`src/core/seeq_pkg.sv`:
```
// Behaviour
// - enable-mask write stores argument 0..255 as eight-bit event enable mask
// - enable-mask query returns the stored mask value
// - event-register query returns current standard event register, 0..255
// - clear-status clears event summary bit and every event register; message-available bit is kept
// - operation-complete command sets bit 0 once pending operations finish
// - operation-complete query answers character 1 once pending operations finish
// - error entries leave in first-in-first-out order
// - each error-queue read removes the returned entry
// - more than ten errors replace newest entry with queue-overflow entry
// - after overflow no further errors enter until queue is cleared
// - reading an empty error queue returns no-error code +000
// - system-clear command and power cycle empty the whole error queue
// - instrument reset command leaves error queue contents unchanged
// - input buffer overrun enqueues -350
// - out-of-range parameter enqueues -221, illegal parameter enqueues -223
// - current limit event enqueues +320, current limit trip enqueues +321
// - pulse trigger detection timeout enqueues +302
// - header numeric suffix out of range enqueues -114
// - over-long program mnemonic enqueues -112
// - lost power-on state enqueues +512
// - event-register query clears the register after returning it
// - operation complete flag is bit 0 of standard event register
// - event summary bit, weight 32, set when any enabled event bit set
package seeq_pkg;

  localparam logic [7:0] OFF_CMD    = 8'h00;
  localparam logic [7:0] OFF_STB    = 8'h04;
  localparam logic [7:0] OFF_RESP   = 8'h08;
  localparam logic [7:0] OFF_MASK   = 8'h0c;
  localparam logic [7:0] OFF_ERRCNT = 8'h10;
  localparam logic [7:0] OFF_ESR    = 8'h14;

  typedef enum logic [3:0] {
    SEEQ_OP_NOP     = 4'h0,
    SEEQ_OP_ESE_SET = 4'h1,
    SEEQ_OP_ESE_QRY = 4'h2,
    SEEQ_OP_ESR_QRY = 4'h3,
    SEEQ_OP_CLS     = 4'h4,
    SEEQ_OP_OPC     = 4'h5,
    SEEQ_OP_OPC_QRY = 4'h6,
    SEEQ_OP_SYS_CLR = 4'h7,
    SEEQ_OP_RST     = 4'h8,
    SEEQ_OP_ERR_QRY = 4'h9
  } seeq_op_t;

  typedef struct packed {
    logic [15:0] arg;
    logic [11:0] pad;
    seeq_op_t    op;
  } seeq_cmd_t;

  // first field is the top bit, so overrun lands on bit 0
  typedef struct packed {
    logic pon_lost;
    logic mnem_long;
    logic suffix_range;
    logic pulse_timeout;
    logic clim_trip;
    logic clim_event;
    logic param_illegal;
    logic param_range;
    logic overrun;
  } seeq_err_ev_t;

  localparam int NSRC = 9;
  localparam int SRC_RANGE   = 1;
  localparam int SRC_ILLEGAL = 2;

  localparam logic [15:0] ERR_NONE = 16'h0000;   // +000
  localparam logic [15:0] ERR_QOVF = 16'hfeb6;   // -330
  localparam logic [15:0] MASK_MAX = 16'h00ff;
  localparam logic [15:0] OPC_CHAR = 16'h0031;   // ascii '1'

  localparam logic [15:0] SRC_CODE [NSRC] = '{
    16'hfea2,   // 350
    16'hff23,   // 221
    16'hff21,   // 223
    16'h0140,   // +320
    16'h0141,   // +321
    16'h012e,   // +302
    16'hff8e,   // 114
    16'hff90,   // 112
    16'h0200    // +512
  };
  localparam logic [2:0] SRC_ESR [NSRC] = '{
    3'h3, 3'h4, 3'h4, 3'h3, 3'h3, 3'h3, 3'h5, 3'h5, 3'h3
  };

  localparam int ESR_OPC = 0;
  localparam int ESR_QYE = 2;
  localparam int ESR_PON = 7;
  localparam logic [7:0] ESR_RESET = 8'h80;
  localparam int STB_MAV = 4;
  localparam int STB_ESB = 5;

endpackage

```
`src/core/seeq_core.sv`:
```
`timescale 1ns/1ps
module seeq_core
  import seeq_pkg::*;
#(
  parameter int QUEUE_DEPTH = 10
) (
  input  wire logic         clk_i,
  input  wire logic         rst_i,
  input  wire logic [7:0]   addr_i,
  input  wire logic [31:0]  wdata_i,
  input  wire logic         wr_i,
  input  wire logic         rd_i,
  output logic      [31:0]  rdata_o,
  input  wire logic         ops_pending_i,
  input  wire seeq_err_ev_t err_ev_i,
  output logic              cls_o,
  output logic              inst_reset_o,
  output logic              esb_o,
  output logic              mav_o
);

  localparam int PW = (QUEUE_DEPTH > 1) ? $clog2(QUEUE_DEPTH) : 1;
  localparam int CW = $clog2(QUEUE_DEPTH + 1);
  localparam logic [PW-1:0] LAST_IDX = PW'(QUEUE_DEPTH - 1);
  localparam logic [CW-1:0] FULL_CNT = CW'(QUEUE_DEPTH);

  seeq_cmd_t        cmd;
  logic             cmd_wr;
  logic             do_ese_set;
  logic             do_ese_qry;
  logic             do_esr_qry;
  logic             do_cls;
  logic             do_opc;
  logic             do_opc_qry;
  logic             do_sys_clr;
  logic             do_rst;
  logic             do_err_qry;
  logic             bad_op;
  logic             arg_ok;

  logic [7:0]       mask;
  logic [7:0]       esr;
  logic [7:0]       esr_set;
  logic [7:0]       stb;
  logic [15:0]      resp;
  logic             resp_valid;
  logic             opc_armed;
  logic             opcq_armed;
  logic             opc_done;
  logic             opcq_done;
  logic             cmd_query;

  logic [NSRC-1:0]  pend;
  logic [NSRC-1:0]  ev_vec;
  logic [NSRC-1:0]  grant;
  logic             push;
  logic [3:0]       sel;
  logic [15:0]      q_mem [QUEUE_DEPTH];
  logic [PW-1:0]    head;
  logic [PW-1:0]    tail;
  logic [CW-1:0]    count;
  logic             lock;
  logic             pop;
  logic             q_empty;
  logic             q_room;
  logic             push_acc;
  logic             push_ovf;

  function automatic logic [PW-1:0] ptr_inc(input logic [PW-1:0] p);
    return (p == LAST_IDX) ? '0 : PW'(p + 1'b1);
  endfunction

  // command decode
  assign cmd        = seeq_cmd_t'(wdata_i);
  assign cmd_wr     = wr_i && (addr_i == OFF_CMD);
  assign arg_ok     = (cmd.arg <= MASK_MAX);
  assign do_ese_set = cmd_wr && (cmd.op == SEEQ_OP_ESE_SET);
  assign do_ese_qry = cmd_wr && (cmd.op == SEEQ_OP_ESE_QRY);
  assign do_esr_qry = cmd_wr && (cmd.op == SEEQ_OP_ESR_QRY);
  assign do_cls     = cmd_wr && (cmd.op == SEEQ_OP_CLS);
  assign do_opc     = cmd_wr && (cmd.op == SEEQ_OP_OPC);
  assign do_opc_qry = cmd_wr && (cmd.op == SEEQ_OP_OPC_QRY);
  assign do_sys_clr = cmd_wr && (cmd.op == SEEQ_OP_SYS_CLR);
  assign do_rst     = cmd_wr && (cmd.op == SEEQ_OP_RST);
  assign do_err_qry = cmd_wr && (cmd.op == SEEQ_OP_ERR_QRY);
  assign bad_op     = cmd_wr && (cmd.op > SEEQ_OP_ERR_QRY);
  assign cmd_query  = do_ese_qry || do_esr_qry || do_err_qry;

  // enable mask; an out-of-range argument is refused and reported instead
  always_ff @(posedge clk_i or posedge rst_i) begin
    if (rst_i) begin
      mask <= 8'h00;
    end else if (do_ese_set && arg_ok) begin
      mask <= cmd.arg[7:0];
    end
  end

  // error sources: sticky until granted, one entry per cycle
  assign ev_vec = NSRC'(err_ev_i);

  always_comb begin
    sel  = 4'h0;
    push = 1'b0;
    for (int i = NSRC - 1; i >= 0; i--) begin
      if (pend[i]) begin
        sel  = 4'(i);
        push = 1'b1;
      end
    end
  end

  // a clear in the same cycle holds the grant back, so the error enters afterwards
  assign grant = (push && !do_sys_clr) ? (NSRC'(1) << sel) : '0;

  always_ff @(posedge clk_i or posedge rst_i) begin
    if (rst_i) begin
      pend <= '0;
    end else begin
      pend <= (pend & ~grant) | ev_vec;
      if (do_ese_set && !arg_ok) begin
        pend[SRC_RANGE] <= 1'b1;
      end
      if (bad_op) begin
        pend[SRC_ILLEGAL] <= 1'b1;
      end
    end
  end

  // error queue
  assign q_empty  = (count == '0);
  assign pop      = do_err_qry && !q_empty;
  assign q_room   = (count < FULL_CNT) || pop;
  assign push_acc = push && !do_sys_clr && !lock && q_room;
  assign push_ovf = push && !do_sys_clr && !lock && !q_room;

  always_ff @(posedge clk_i or posedge rst_i) begin
    if (rst_i) begin
      head  <= '0;
      tail  <= '0;
      count <= '0;
      lock  <= 1'b0;
    end else if (do_sys_clr) begin
      head  <= '0;
      tail  <= '0;
      count <= '0;
      lock  <= 1'b0;
    end else begin
      if (pop) begin
        head <= ptr_inc(head);
      end
      if (push_acc) begin
        tail <= ptr_inc(tail);
      end
      if (push_ovf) begin
        lock <= 1'b1;
      end
      if (push_acc && !pop) begin
        count <= CW'(count + 1'b1);
      end else if (pop && !push_acc) begin
        count <= CW'(count - 1'b1);
      end
    end
  end

  // storage has no reset; only entries between head and tail are ever read
  always_ff @(posedge clk_i) begin
    if (push_acc) begin
      q_mem[tail] <= SRC_CODE[sel];
    end else if (push_ovf) begin
      q_mem[(tail == '0) ? LAST_IDX : PW'(tail - 1'b1)] <= ERR_QOVF;
    end
  end

  // pending-operation waits; reset cancels both, clear-status cancels only the operation-complete command wait
  assign opc_done  = opc_armed && !ops_pending_i;
  assign opcq_done = opcq_armed && !ops_pending_i && !cmd_query;

  always_ff @(posedge clk_i or posedge rst_i) begin
    if (rst_i) begin
      opc_armed  <= 1'b0;
      opcq_armed <= 1'b0;
    end else begin
      if (do_opc) begin
        opc_armed <= 1'b1;
      end else if (do_cls || do_rst || opc_done) begin
        opc_armed <= 1'b0;
      end
      if (do_opc_qry) begin
        opcq_armed <= 1'b1;
      end else if (do_rst || opcq_done) begin
        opcq_armed <= 1'b0;
      end
    end
  end

  // standard event register: any set in the cycle of a clear survives it
  always_comb begin
    esr_set = 8'h00;
    if (push && !do_sys_clr) begin
      esr_set[SRC_ESR[sel]] = 1'b1;
    end
    if (opc_done) begin
      esr_set[ESR_OPC] = 1'b1;
    end
    if ((do_err_qry && q_empty) || (cmd_query && resp_valid)) begin
      esr_set[ESR_QYE] = 1'b1;
    end
  end

  always_ff @(posedge clk_i or posedge rst_i) begin
    if (rst_i) begin
      esr <= ESR_RESET;
    end else if (do_cls || do_esr_qry) begin
      esr <= esr_set;
    end else begin
      esr <= esr | esr_set;
    end
  end

  // one-deep output queue
  always_ff @(posedge clk_i or posedge rst_i) begin
    if (rst_i) begin
      resp       <= 16'h0000;
      resp_valid <= 1'b0;
    end else begin
      if (do_ese_qry) begin
        resp <= {8'h00, mask};
      end else if (do_esr_qry) begin
        resp <= {8'h00, esr};
      end else if (do_err_qry) begin
        resp <= q_empty ? ERR_NONE : q_mem[head];
      end else if (opcq_done) begin
        resp <= OPC_CHAR;
      end
      if (cmd_query || opcq_done) begin
        resp_valid <= 1'b1;
      end else if (rd_i && (addr_i == OFF_RESP)) begin
        resp_valid <= 1'b0;
      end
    end
  end

  // status byte; other summary bits belong to groups outside this block
  always_comb begin
    stb          = 8'h00;
    stb[STB_ESB] = |(esr & mask);
    stb[STB_MAV] = resp_valid;
  end

  assign esb_o = stb[STB_ESB];
  assign mav_o = stb[STB_MAV];

  // clear-status pulse lets the other event groups clear themselves
  always_ff @(posedge clk_i or posedge rst_i) begin
    if (rst_i) begin
      cls_o        <= 1'b0;
      inst_reset_o <= 1'b0;
    end else begin
      cls_o        <= do_cls;
      inst_reset_o <= do_rst;
    end
  end

  always_ff @(posedge clk_i or posedge rst_i) begin
    if (rst_i) begin
      rdata_o <= 32'h0000_0000;
    end else if (rd_i) begin
      case (addr_i)
        OFF_STB:    rdata_o <= {24'h000000, stb};
        OFF_RESP:   rdata_o <= {resp_valid, 15'h0000, resp};
        OFF_MASK:   rdata_o <= {24'h000000, mask};
        OFF_ERRCNT: rdata_o <= {lock, 23'h000000, 8'(count)};
        OFF_ESR:    rdata_o <= {24'h000000, esr};
        default:    rdata_o <= 32'h0000_0000;
      endcase
    end else begin
      rdata_o <= 32'h0000_0000;
    end
  end
endmodule

```
`config.mk`:
```
export PLATFORM = sky130hd
export DESIGN_NAME = seeq_core
export DESIGN_NICKNAME = d
export VERILOG_FILES = /design/src/core/seeq_pkg.sv /design/src/core/seeq_core.sv
export SDC_FILE = /design/constraint.sdc
export NUM_CORES = 1
export LEC_CHECK = 0
export BUFFER_PORTS_ARGS = -buffer_cell sky130_fd_sc_hd__buf_2
export CORE_MARGIN = 2
export CORE_UTILIZATION = 52
export CTS_CLUSTER_SIZE = 40
export DETAILED_ROUTE_END_ITERATION = 12
export PLACE_DENSITY = 0.73
export SLEW_MARGIN = 20
export SYNTH_ARGS = -nofsm -noshare
export SYNTH_HDL_FRONTEND = slang
export SYNTH_SLANG_ARGS = --single-unit
export TNS_END_PERCENT = 50
```
`constraint.sdc`:
```
create_clock -name clk_i -period 9.2 [get_ports clk_i]
set_input_delay 1.38 -clock clk_i [delete_from_list [all_inputs] [get_ports clk_i]]
set_output_delay 1.38 -clock clk_i [all_outputs]
set_load 0.05 [all_outputs]
```
* Word level (Yosys, flattened, before mapping)
Memory sizes are Yosys's and may differ from the RTL's.
Index checks and enable logic that the tools add are counted.
** Word-level totals
- Input port bits :: 54
- Latch bits :: 0
- Word-level logic and storage cells :: 173
- Memory bits (read-only) :: 304
- Output and inout bits :: 36
- Flip-flop bits (word level) :: 91
- RAM bits :: 160
- Memories kept :: 3
** Cells by class
- Order comparisons :: 6
- Add/subtract/negate cells :: 5
- Divide/modulo/power cells :: 0
- Muxes and demuxes :: 64
- Equality and inequality tests :: 16
- $mul :: 0
- Shift-type cells :: 1
- Reduce and logical (&&, ||, !) cells :: 58
- Bitwise logic cells :: 6
** Memory list
- (name not given) :: depth 16, width 16, read ports 1, clocked after Yosys merged registers in 0, write ports 0, line seeq_core.sv:168 : q_mem[tail] <= SRC_CODE[sel];
- q_mem :: depth 10, width 16, read ports 1, clocked after Yosys merged registers in 0, write ports 1, line seeq_core.sv:58 : logic [15:0] q_mem [QUEUE_DEPTH];
- (name not given) :: depth 16, width 3, read ports 1, clocked after Yosys merged registers in 0, write ports 0, line seeq_core.sv:200 : esr_set[SRC_ESR[sel]] = 1'b1;
** Operators by type and width (count)
- one-hot mux 32 bit (5 select lines) :: 1
- two-way mux 16 bit :: 8
- two-way mux 4 bit :: 20
- two-way mux 32 bit :: 1
- two-way mux 1 bit :: 28
- logical AND 1 bit :: 27
- == test 4 x 3 -> 1 bit, second input constant :: 4
- == test 4 bit, second input constant :: 4
- == test 8 x 4 -> 1 bit, second input constant :: 2
- == test 8 x 5 -> 1 bit, second input constant :: 2
- <= comparator 16 x 8 -> 1 bit, second input constant :: 1
- two-way mux 8 bit :: 2
- OR reduction 16 bit :: 1
- adder 4 x 1 -> 4 bit, second input constant :: 3
- nonzero test 2 bit :: 6
- bitwise AND 9 bit :: 1
- zero test 1 bit :: 9
- logical OR 1 bit :: 9
- two-way mux 9 bit :: 1
- inverter 9 bit :: 1
- OR 9 bit :: 1
- left shift 1 x 4 -> 9 bit, first input constant :: 1
- bitwise AND 8 bit :: 1
- == test 4 x 2 -> 1 bit, second input constant :: 2
- other kinds (17) :: 20

* Logic depth before layout (Yosys ltp)
Gate-level depths: netlist of the first run.
- Word-level depth :: 21
- Mapped depth :: 13
- Gate-level depth less buffers :: 11

* Least setup slack after synthesis of the first run
Ideal clock, no wire load.
- Path type :: input-to-reg
- Start :: input addr_i[1]
- End :: memory q_mem[9][0] (enable)
- Arrival :: 4.492 ns
- Slack :: 4.300 ns
- Stages on the path :: 9
- Setup time :: 0.408 ns
- Path through :: or4_1 buf_2 or4_4 buf_6 and2_4 buf_6 mux2_2 nand2_1 nor4_1
** Between the ends
- Word-level cells in the longest chain between the ends :: 12
- Elaborated cells on any way between the ends :: 20
- Classes of those cells :: 7 x mux; 13 x reduce/logical
** RTL lines
- start: declaration :: line seeq_core.sv:9 : input wire logic [7:0] addr_i,
- zero test 8 bit * :: line seeq_core.sv:75 : assign cmd_wr = wr_i && (addr_i == OFF_CMD);
- logical AND 1 bit * :: line seeq_core.sv:75
- logical AND 1 bit, on equally long branches :: line seeq_core.sv:83, seeq_core.sv:85
- zero test 1 bit or logical AND 1 bit (tied branches) :: line seeq_core.sv:133, seeq_core.sv:134, seeq_core.sv:131
- logical AND 1 bit or logical OR 1 bit (tied branches) :: line seeq_core.sv:133, seeq_core.sv:134, seeq_core.sv:132
- logical AND 1 bit or zero test 1 bit (tied branches) :: line seeq_core.sv:133, seeq_core.sv:134
- logical AND 1 bit :: line seeq_core.sv:134 : assign push_ovf = push && !do_sys_clr && !lock && !q_room;
- two-way mux 1 bit :: line seeq_core.sv:169 : end else if (push_ovf) begin
- two-way mux 1 bit :: line seeq_core.sv:167 : if (push_acc) begin
- two-way mux 1 bit :: line seeq_core.sv:170 : q_mem[(tail == '0) ? LAST_IDX : PW'(tail - 1'b1)] <= ERR_QOVF;
- OR reduction 16 bit (no source line)
- two-way mux 4 bit (no source line) or two-way mux 1 bit (tied branches)
- end: declaration :: line seeq_core.sv:58
Every way passes the cells marked *; elsewhere a longest branch is shown, timed or not.

* Worst setup path in the final report of the first run
- Start :: input addr_i[1]
- End :: memory q_mem[5][8] (enable)
Same word-level chain as after synthesis.

==> results of run 1 <==
## final timing paths
path / to / slack, ps
worst min register to register: resp[14]$_DFFE_PP0P_ / 500
worst min-delay path: resp[14]$_DFFE_PP0P_ / 500
worst max-delay path: q_mem[5][8]$_DFFE_PP_ / 4490
min in group asynchronous: inst_reset_o$_DFF_PP0_ / 1190
max in group asynchronous: resp[4]$_DFFE_PP0P_ / 7470
worst max register to register: q_mem[5][8]$_DFFE_PP_ / 5220
## final cells by class
type	count	area, um2	share of cell area
Inverter	19	71.3	0.00761
Clock buffer	18	429	0.0458
Clock inverter	14	183	0.0195
Multi-Input combinational cell	403	3090	0.329
Sequential cell	176	4960	0.529
Timing Repair Buffer	71	378	0.0403
Tap cell	216	270	0.0288
## cell usage in the layout, fill, tap and decap left out, types with 4 or more instances in the layout
master / n
buf_2: 62
dfrtp_1: 65
nor3_1: 16
or4_1: 6
inv_8: 7
a21o_1: 9
buf_4: 9
mux2i_1: 12
inv_1: 17
edfxtp_1: 110
a22oi_1: 12
nand2b_1: 5
mux4_2: 25
clkbuf_16: 17
a211oi_1: 4
nor4_1: 11
o22ai_1: 5
and3_1: 7
a22o_1: 6
nor2_1: 37
a222oi_1: 5
a21oi_1: 48
conb_1: 15
and2_1: 8
mux2_2: 18
nand4_1: 4
ha_1: 12
nand3_1: 11
nor4_4: 5
nand2_1: 41
o21ai_0: 27
## critical path: stages
cell,delay (ps)
buf_2,90
or4_1,650
nor4_4,330
buf_4,310
or3_1,640
nor2_1,290
a21o_1,290
a211oi_4,770
## metal layers
layer  wire, um  up-vias  GRT usage
met5          0        -          0
met4        549        0      0.105
met3       1110       44     0.0451
met2       8800      263      0.373
met1       7490     2740      0.279
li1           -     2519          -
## through the flow
stage	hold WS [ps]	instance area, um2
after global routing	528	9380
after CTS	503	9370
after detailed placement	489	8760
final	496	9380
after floorplan	465	8310
after global placement	485	8750
## state kept, by name, summed over array words and instances (netlist names)
signal,flops
cls_o,1
count,4
esr,8
head,4
inst_reset_o,1
lock,1
mask,8
mav_o,1
opc_armed,1
opcq_armed,1
pend,9
q_mem,110
rdata_o,12
resp,11
tail,4
## cells by family (layout without fill, tap and decap cells)
logic type	after synthesis	after routing
other	1	15
muxes	55	55
xor gates and xnor gates	4	4
buffers and inverters	68	122
AOI/OAI and AO/OA	142	142
adders and majority gates	13	13
and+or+nand+nor	174	174
DFF	176	176
## report_power, final
group          internal (W)  switching, W  leakage [nW]  total [W]
Clock              0.000394      0.000337         0.297   0.000731
Sequential         0.000888     0.0000420          1.81   0.000930
Combinational      0.000116      0.000233          1.41   0.000349
Total               0.00140      0.000612          3.52    0.00201
==> flow_summary.yaml, run 1 <==
run_status:
  outcome: "complete, no violations"
setup_path:
  worstSetupPathType: "in -> reg"
  cp.arrival_ps: 4770
  end_kind: "flip-flop"
  crit_path_start_kind: "input port"
  required_ps: 9260
  path_max_fanout: 19
  timing.rr.start: "pend[3]$_DFF_PP0_"
  ff2ff_path_depth: 6
  crit_start: "addr_i[1]"
synth:
  synthMuxAreaShare: 0.107
  synthAdderAreaFrac: 0.0206
  yosys_warnings: 0
  synth_seq_cells: 176
  netlist_area_um2: 8250
  postSynthAreaPerCell_um2: 13.0
  yosysMostFrequentCell: "edfxtp_1"
  synth-compound-area-share: 0.113
  synthSimpleGateAreaFrac: 0.111
  synth_top_area_cell: "edfxtp_1"
  netlist.area_leader.share: 0.400
  synth-edff-count: 110
  synth_ff_type: "edfxtp_1"
  yosys.cell_types.count: 68
  ys_top_cells_by_area: "edfxtp_1, dfrtp_1, mux4_2"
  synth_cells: 633
  synth.top_cells.by_count: "edfxtp_1, dfrtp_1, a21oi_1"
  async_flop_share: 0.375
  synthXorXnorAreaFrac: 0.00424
  ys_seq_area_frac: 0.600
  synth_top_family_by_area: "compound AO/OA/AOI/OAI gates"
detailed_routing:
  dr.pass1.iters: 7
  routedWlPerCell_um: 19.6
  dr_total_vias: 5566
  drt_wl_total_mm: 17.9
  vias_per_cell: 6.07
  drc: 0
  initialDrtViolationCount: 714
  ant_nets: 0
sta:
  period_share: 0.512
  maxSlewViolCount: 0
  period_minus_slack_ps: 4710
  skew_ps: 8.91
  relSlewSlack: 0.231
  setup_slack_ps: 4490
  timing.setup.tns_ps: 0
  fmaxAchievable_mhz: 212
  setup_viol: 0
  worst_slew_pin_slew_ps: 1140
  final-hold-violation-count: 0
  rsz0062_at_grt: "no"
finish:
  antenna_cells: 0
  stdcell_count: 917
  n_fill_cell: 1199
  drive_gt1_frac: 0.240
  fin_util: 0.597
  nets: 755
  layout-area-overhead-vs-synth_pct: 13.6
grt:
  grt_pass1_vias: 5403
  grt_pass1_wl_mm: 28.1
  grt_usage: 0.222
  grt_max_degree: 67
  overflow: 0
  antenna_found_initial: 0
power_and_ir_drop:
  peakVddDrop_mv: 0.134
  power_density_nw_per_um2: 214
  leakage_nw: 3.52
  p_total_w: 0.00201
clock_tree:
  post_cts_resized: 0
  cts.sinks: 176
  cts_root_buf: "clkbuf_16"
  cts_setup_buffers: 0
  cts_inserted_buffers: 17
  path_clk_slew_ps: 70
  htreeDepth: 4
  cts_tree: "yes"
  clockBufferDepth: 2
  clock_latency_ps: 430
  ctsHoldBuffers: 0
hold_path:
  min_path_cells: 1
  hold_path.class: "reg -> reg"
  min_from: "resp[14]$_DFFE_PP0P_"
placed_design:
  dp.cells: 885
  dp_slack_ps: 3950
  hpwl_mm: 12.2
  gp_congestion: 0.910
  port_buffers: 62
die:
  fp.dieH_um: 130
  start_util: 0.525
  pin_count: 90
  rows: 46
  die_w_um: 130
  fp.coreArea_um2: 15700
  dieArea_um2: 16900
job:
  maxCapViolCount: 0
Note: power is estimated with default switching activity, not from simulation.
==> run 2: changes to the inputs <==
==> constraint.sdc (replaced) <==
create_clock -name clk_i -period 4.72 [get_ports clk_i]
set_input_delay 0.708 -clock clk_i [delete_from_list [all_inputs] [get_ports clk_i]]
set_output_delay 0.708 -clock clk_i [all_outputs]
set_load 0.05 [all_outputs]
==> run 2 against run 1 <==
Against the previous run: final area up 0.51%; worst setup slack worse by 3600 ps; count of clock-buffer cells in the layout down 1; wire length up 3.2%; clock power up 98%; critical path depth up 3; largest cell class unchanged.
==> flow_summary.yaml, run 2 (synthesized netlist as in run 1, its figures left out) <==
sta:
  period_minus_slack_ps: 3850
  fmaxAchievable_mhz: 259
  relSlewSlack: 0.361
  maxSlewViolCount: 0
  rsz0062_at_grt: "no"
  setup_viol: 0
  period_share: 0.817
  skew_ps: 9.80
  timing.setup.tns_ps: 0
  final-hold-violation-count: 0
  worst_slew_pin_slew_ps: 958
detailed_routing:
  dr.pass1.iters: 6
  drt_wl_total_mm: 18.5
  ant_nets: 0
  dr_total_vias: 5663
  drc: 0
  routedWlPerCell_um: 20.0
  initialDrtViolationCount: 601
  vias_per_cell: 6.12
die:
  start_util: 0.525
  rows: 46
  dieArea_um2: 16900
  die_w_um: 130
  pin_count: 90
  fp.coreArea_um2: 15700
  fp.dieH_um: 130
finish:
  final_area_um2: 9420
  layout-area-overhead-vs-synth_pct: 14.2
  mostFrequentLayoutCells: "edfxtp_1, dfrtp_1, buf_2"
  final_common_cell: "edfxtp_1"
  largest-register: "q_mem"
  nets: 764
  reg.largest.list: "q_mem (110), rdata_o (12), resp (11)"
  largest_register_ffs: 110
  antenna_cells: 0
  drive_gt1_frac: 0.249
setup_path:
  end_kind: "flip-flop"
  reg2reg_to: "q_mem[4][4]$_DFFE_PP_"
  path_buf_inv: 1
  crit_path_start_kind: "input port"
  critPathTopFamily: "simple AND/OR/NAND/NOR gates"
  cp.arrival_ps: 4180
  worstSetupPathType: "in -> reg"
  required_ps: 5040
  r2r_setup_slack_ps: 1190
  path_max_fanout: 9
  crit_path_max_incr_delay_ps: 660
  slowest_stage: "or4_4"
  path_cells: "buf_2 > or4_1 > or4_4 > a2111oi_4 > nand2_1 > ha_1 > a21o_1 > a21oi_1 > or4_1 > a21oi_1 > a211o_1"
  ff2ff_path_depth: 7
  timing.rr.start: "pend[3]$_DFF_PP0_"
clock_tree:
  cts_inserted_buffers: 17
  clockBufferDepth: 2
  clock_latency_ps: 440
  post_cts_resized: 0
  cts_root_buf: "clkbuf_16"
  cts.sinks: 176
  cts_setup_buffers: 0
  ctsHoldBuffers: 0
  path_clk_slew_ps: 70
  cts_tree: "yes"
  htreeDepth: 4
grt:
  antenna_found_initial: 0
  grt_pass1_vias: 5518
  overflow: 0
  grt_max_degree: 43
  grt_use_met3: 0.0390
  grtUsageMet2: 0.395
  grt-busiest-layer: "met2"
  grt_pass1_wl_mm: 29.5
  grtUsageMet1: 0.298
  grt_usage: 0.231
run_status:
  outcome: "complete, no violations"
job:
  maxCapViolCount: 0
hold_path:
  hold_path.class: "in -> async"
placed_design:
  dpl-instance-area_um2: 8790
  gp_congestion: 0.910
  port_buffers: 62
  hpwl_mm: 12.5
power_and_ir_drop:
  leakage_nw: 3.56
  power_density_nw_per_um2: 418
  p_total_w: 0.00394
  peakVddDrop_mv: 0.258
==> run 2: cell types whose count changed in the layout (fill, tap and decap cells not counted), sizes merged <==
cell / change
buf: +9
clkinvlp: -1
clkbuf: -1
inv: +1
clkinv: +1
==> run 2: worst max-delay path by stage <==
stage | startpoint | to | slack [ps] | cells past startpoint
2_1_floorplan | addr_i[1] | q_mem[9][0]$_DFFE_PP_ | 490 | 9
3_3_place_gp | addr_i[1] | count[3]$_DFFE_PP0P_ | 640 | 11
3_5_place_dp | addr_i[1] | count[3]$_DFFE_PP0P_ | 480 | 11
4_1_cts | addr_i[1] | count[3]$_DFFE_PP0P_ | 930 | 11
5_1_grt | addr_i[1] | count[3]$_DFFE_PP0P_ | 730 | 11
6_report | addr_i[1] | count[3]$_DFFE_PP0P_ | 870 | 11
==> run 2: layout make-up <==
cell class,instances,area [um2]
Tap cell,216,270
Inverter,19,71.3
Multi-Input combinational cell,403,3060
Sequential cell,176,4960
Clock inverter,15,200
Clock buffer,17,425
Fill cell,1194,6290
Timing Repair Buffer,80,445
==> run 2: through the flow <==
step	setup slack, ps	hold WS [ps]	util	instances
after floorplan	492	465	-	647
after global placement	635	482	0.559	894
after detailed placement	485	491	0.559	894
after CTS	932	322	0.599	926
after global routing	730	355	0.600	926
final	866	314	0.600	926
==> run 2: worst register-to-register path: stages (launching register included) <==
cell	delay, ps
dfrtp_1	440
or4_1	590
nor3_1	560
or3_1	630
nor2_1	270
a21o_1	270
a211oi_2	170
buf_4	270
==> run 2: power by group <==
group          total (W)  internal, W  leakage, nW  switching, W
Clock            0.00145     0.000774        0.305      0.000680
Sequential       0.00182      0.00173         1.81     0.0000866
Combinational   0.000667     0.000233         1.45      0.000434
==> run 2: metal layers <==
layer  up-vias  wire length (um)
li1       2523                 -
met1      2832              7630
met2       273              9360
met3        35              1120
met4         0               414
met5         -                 0
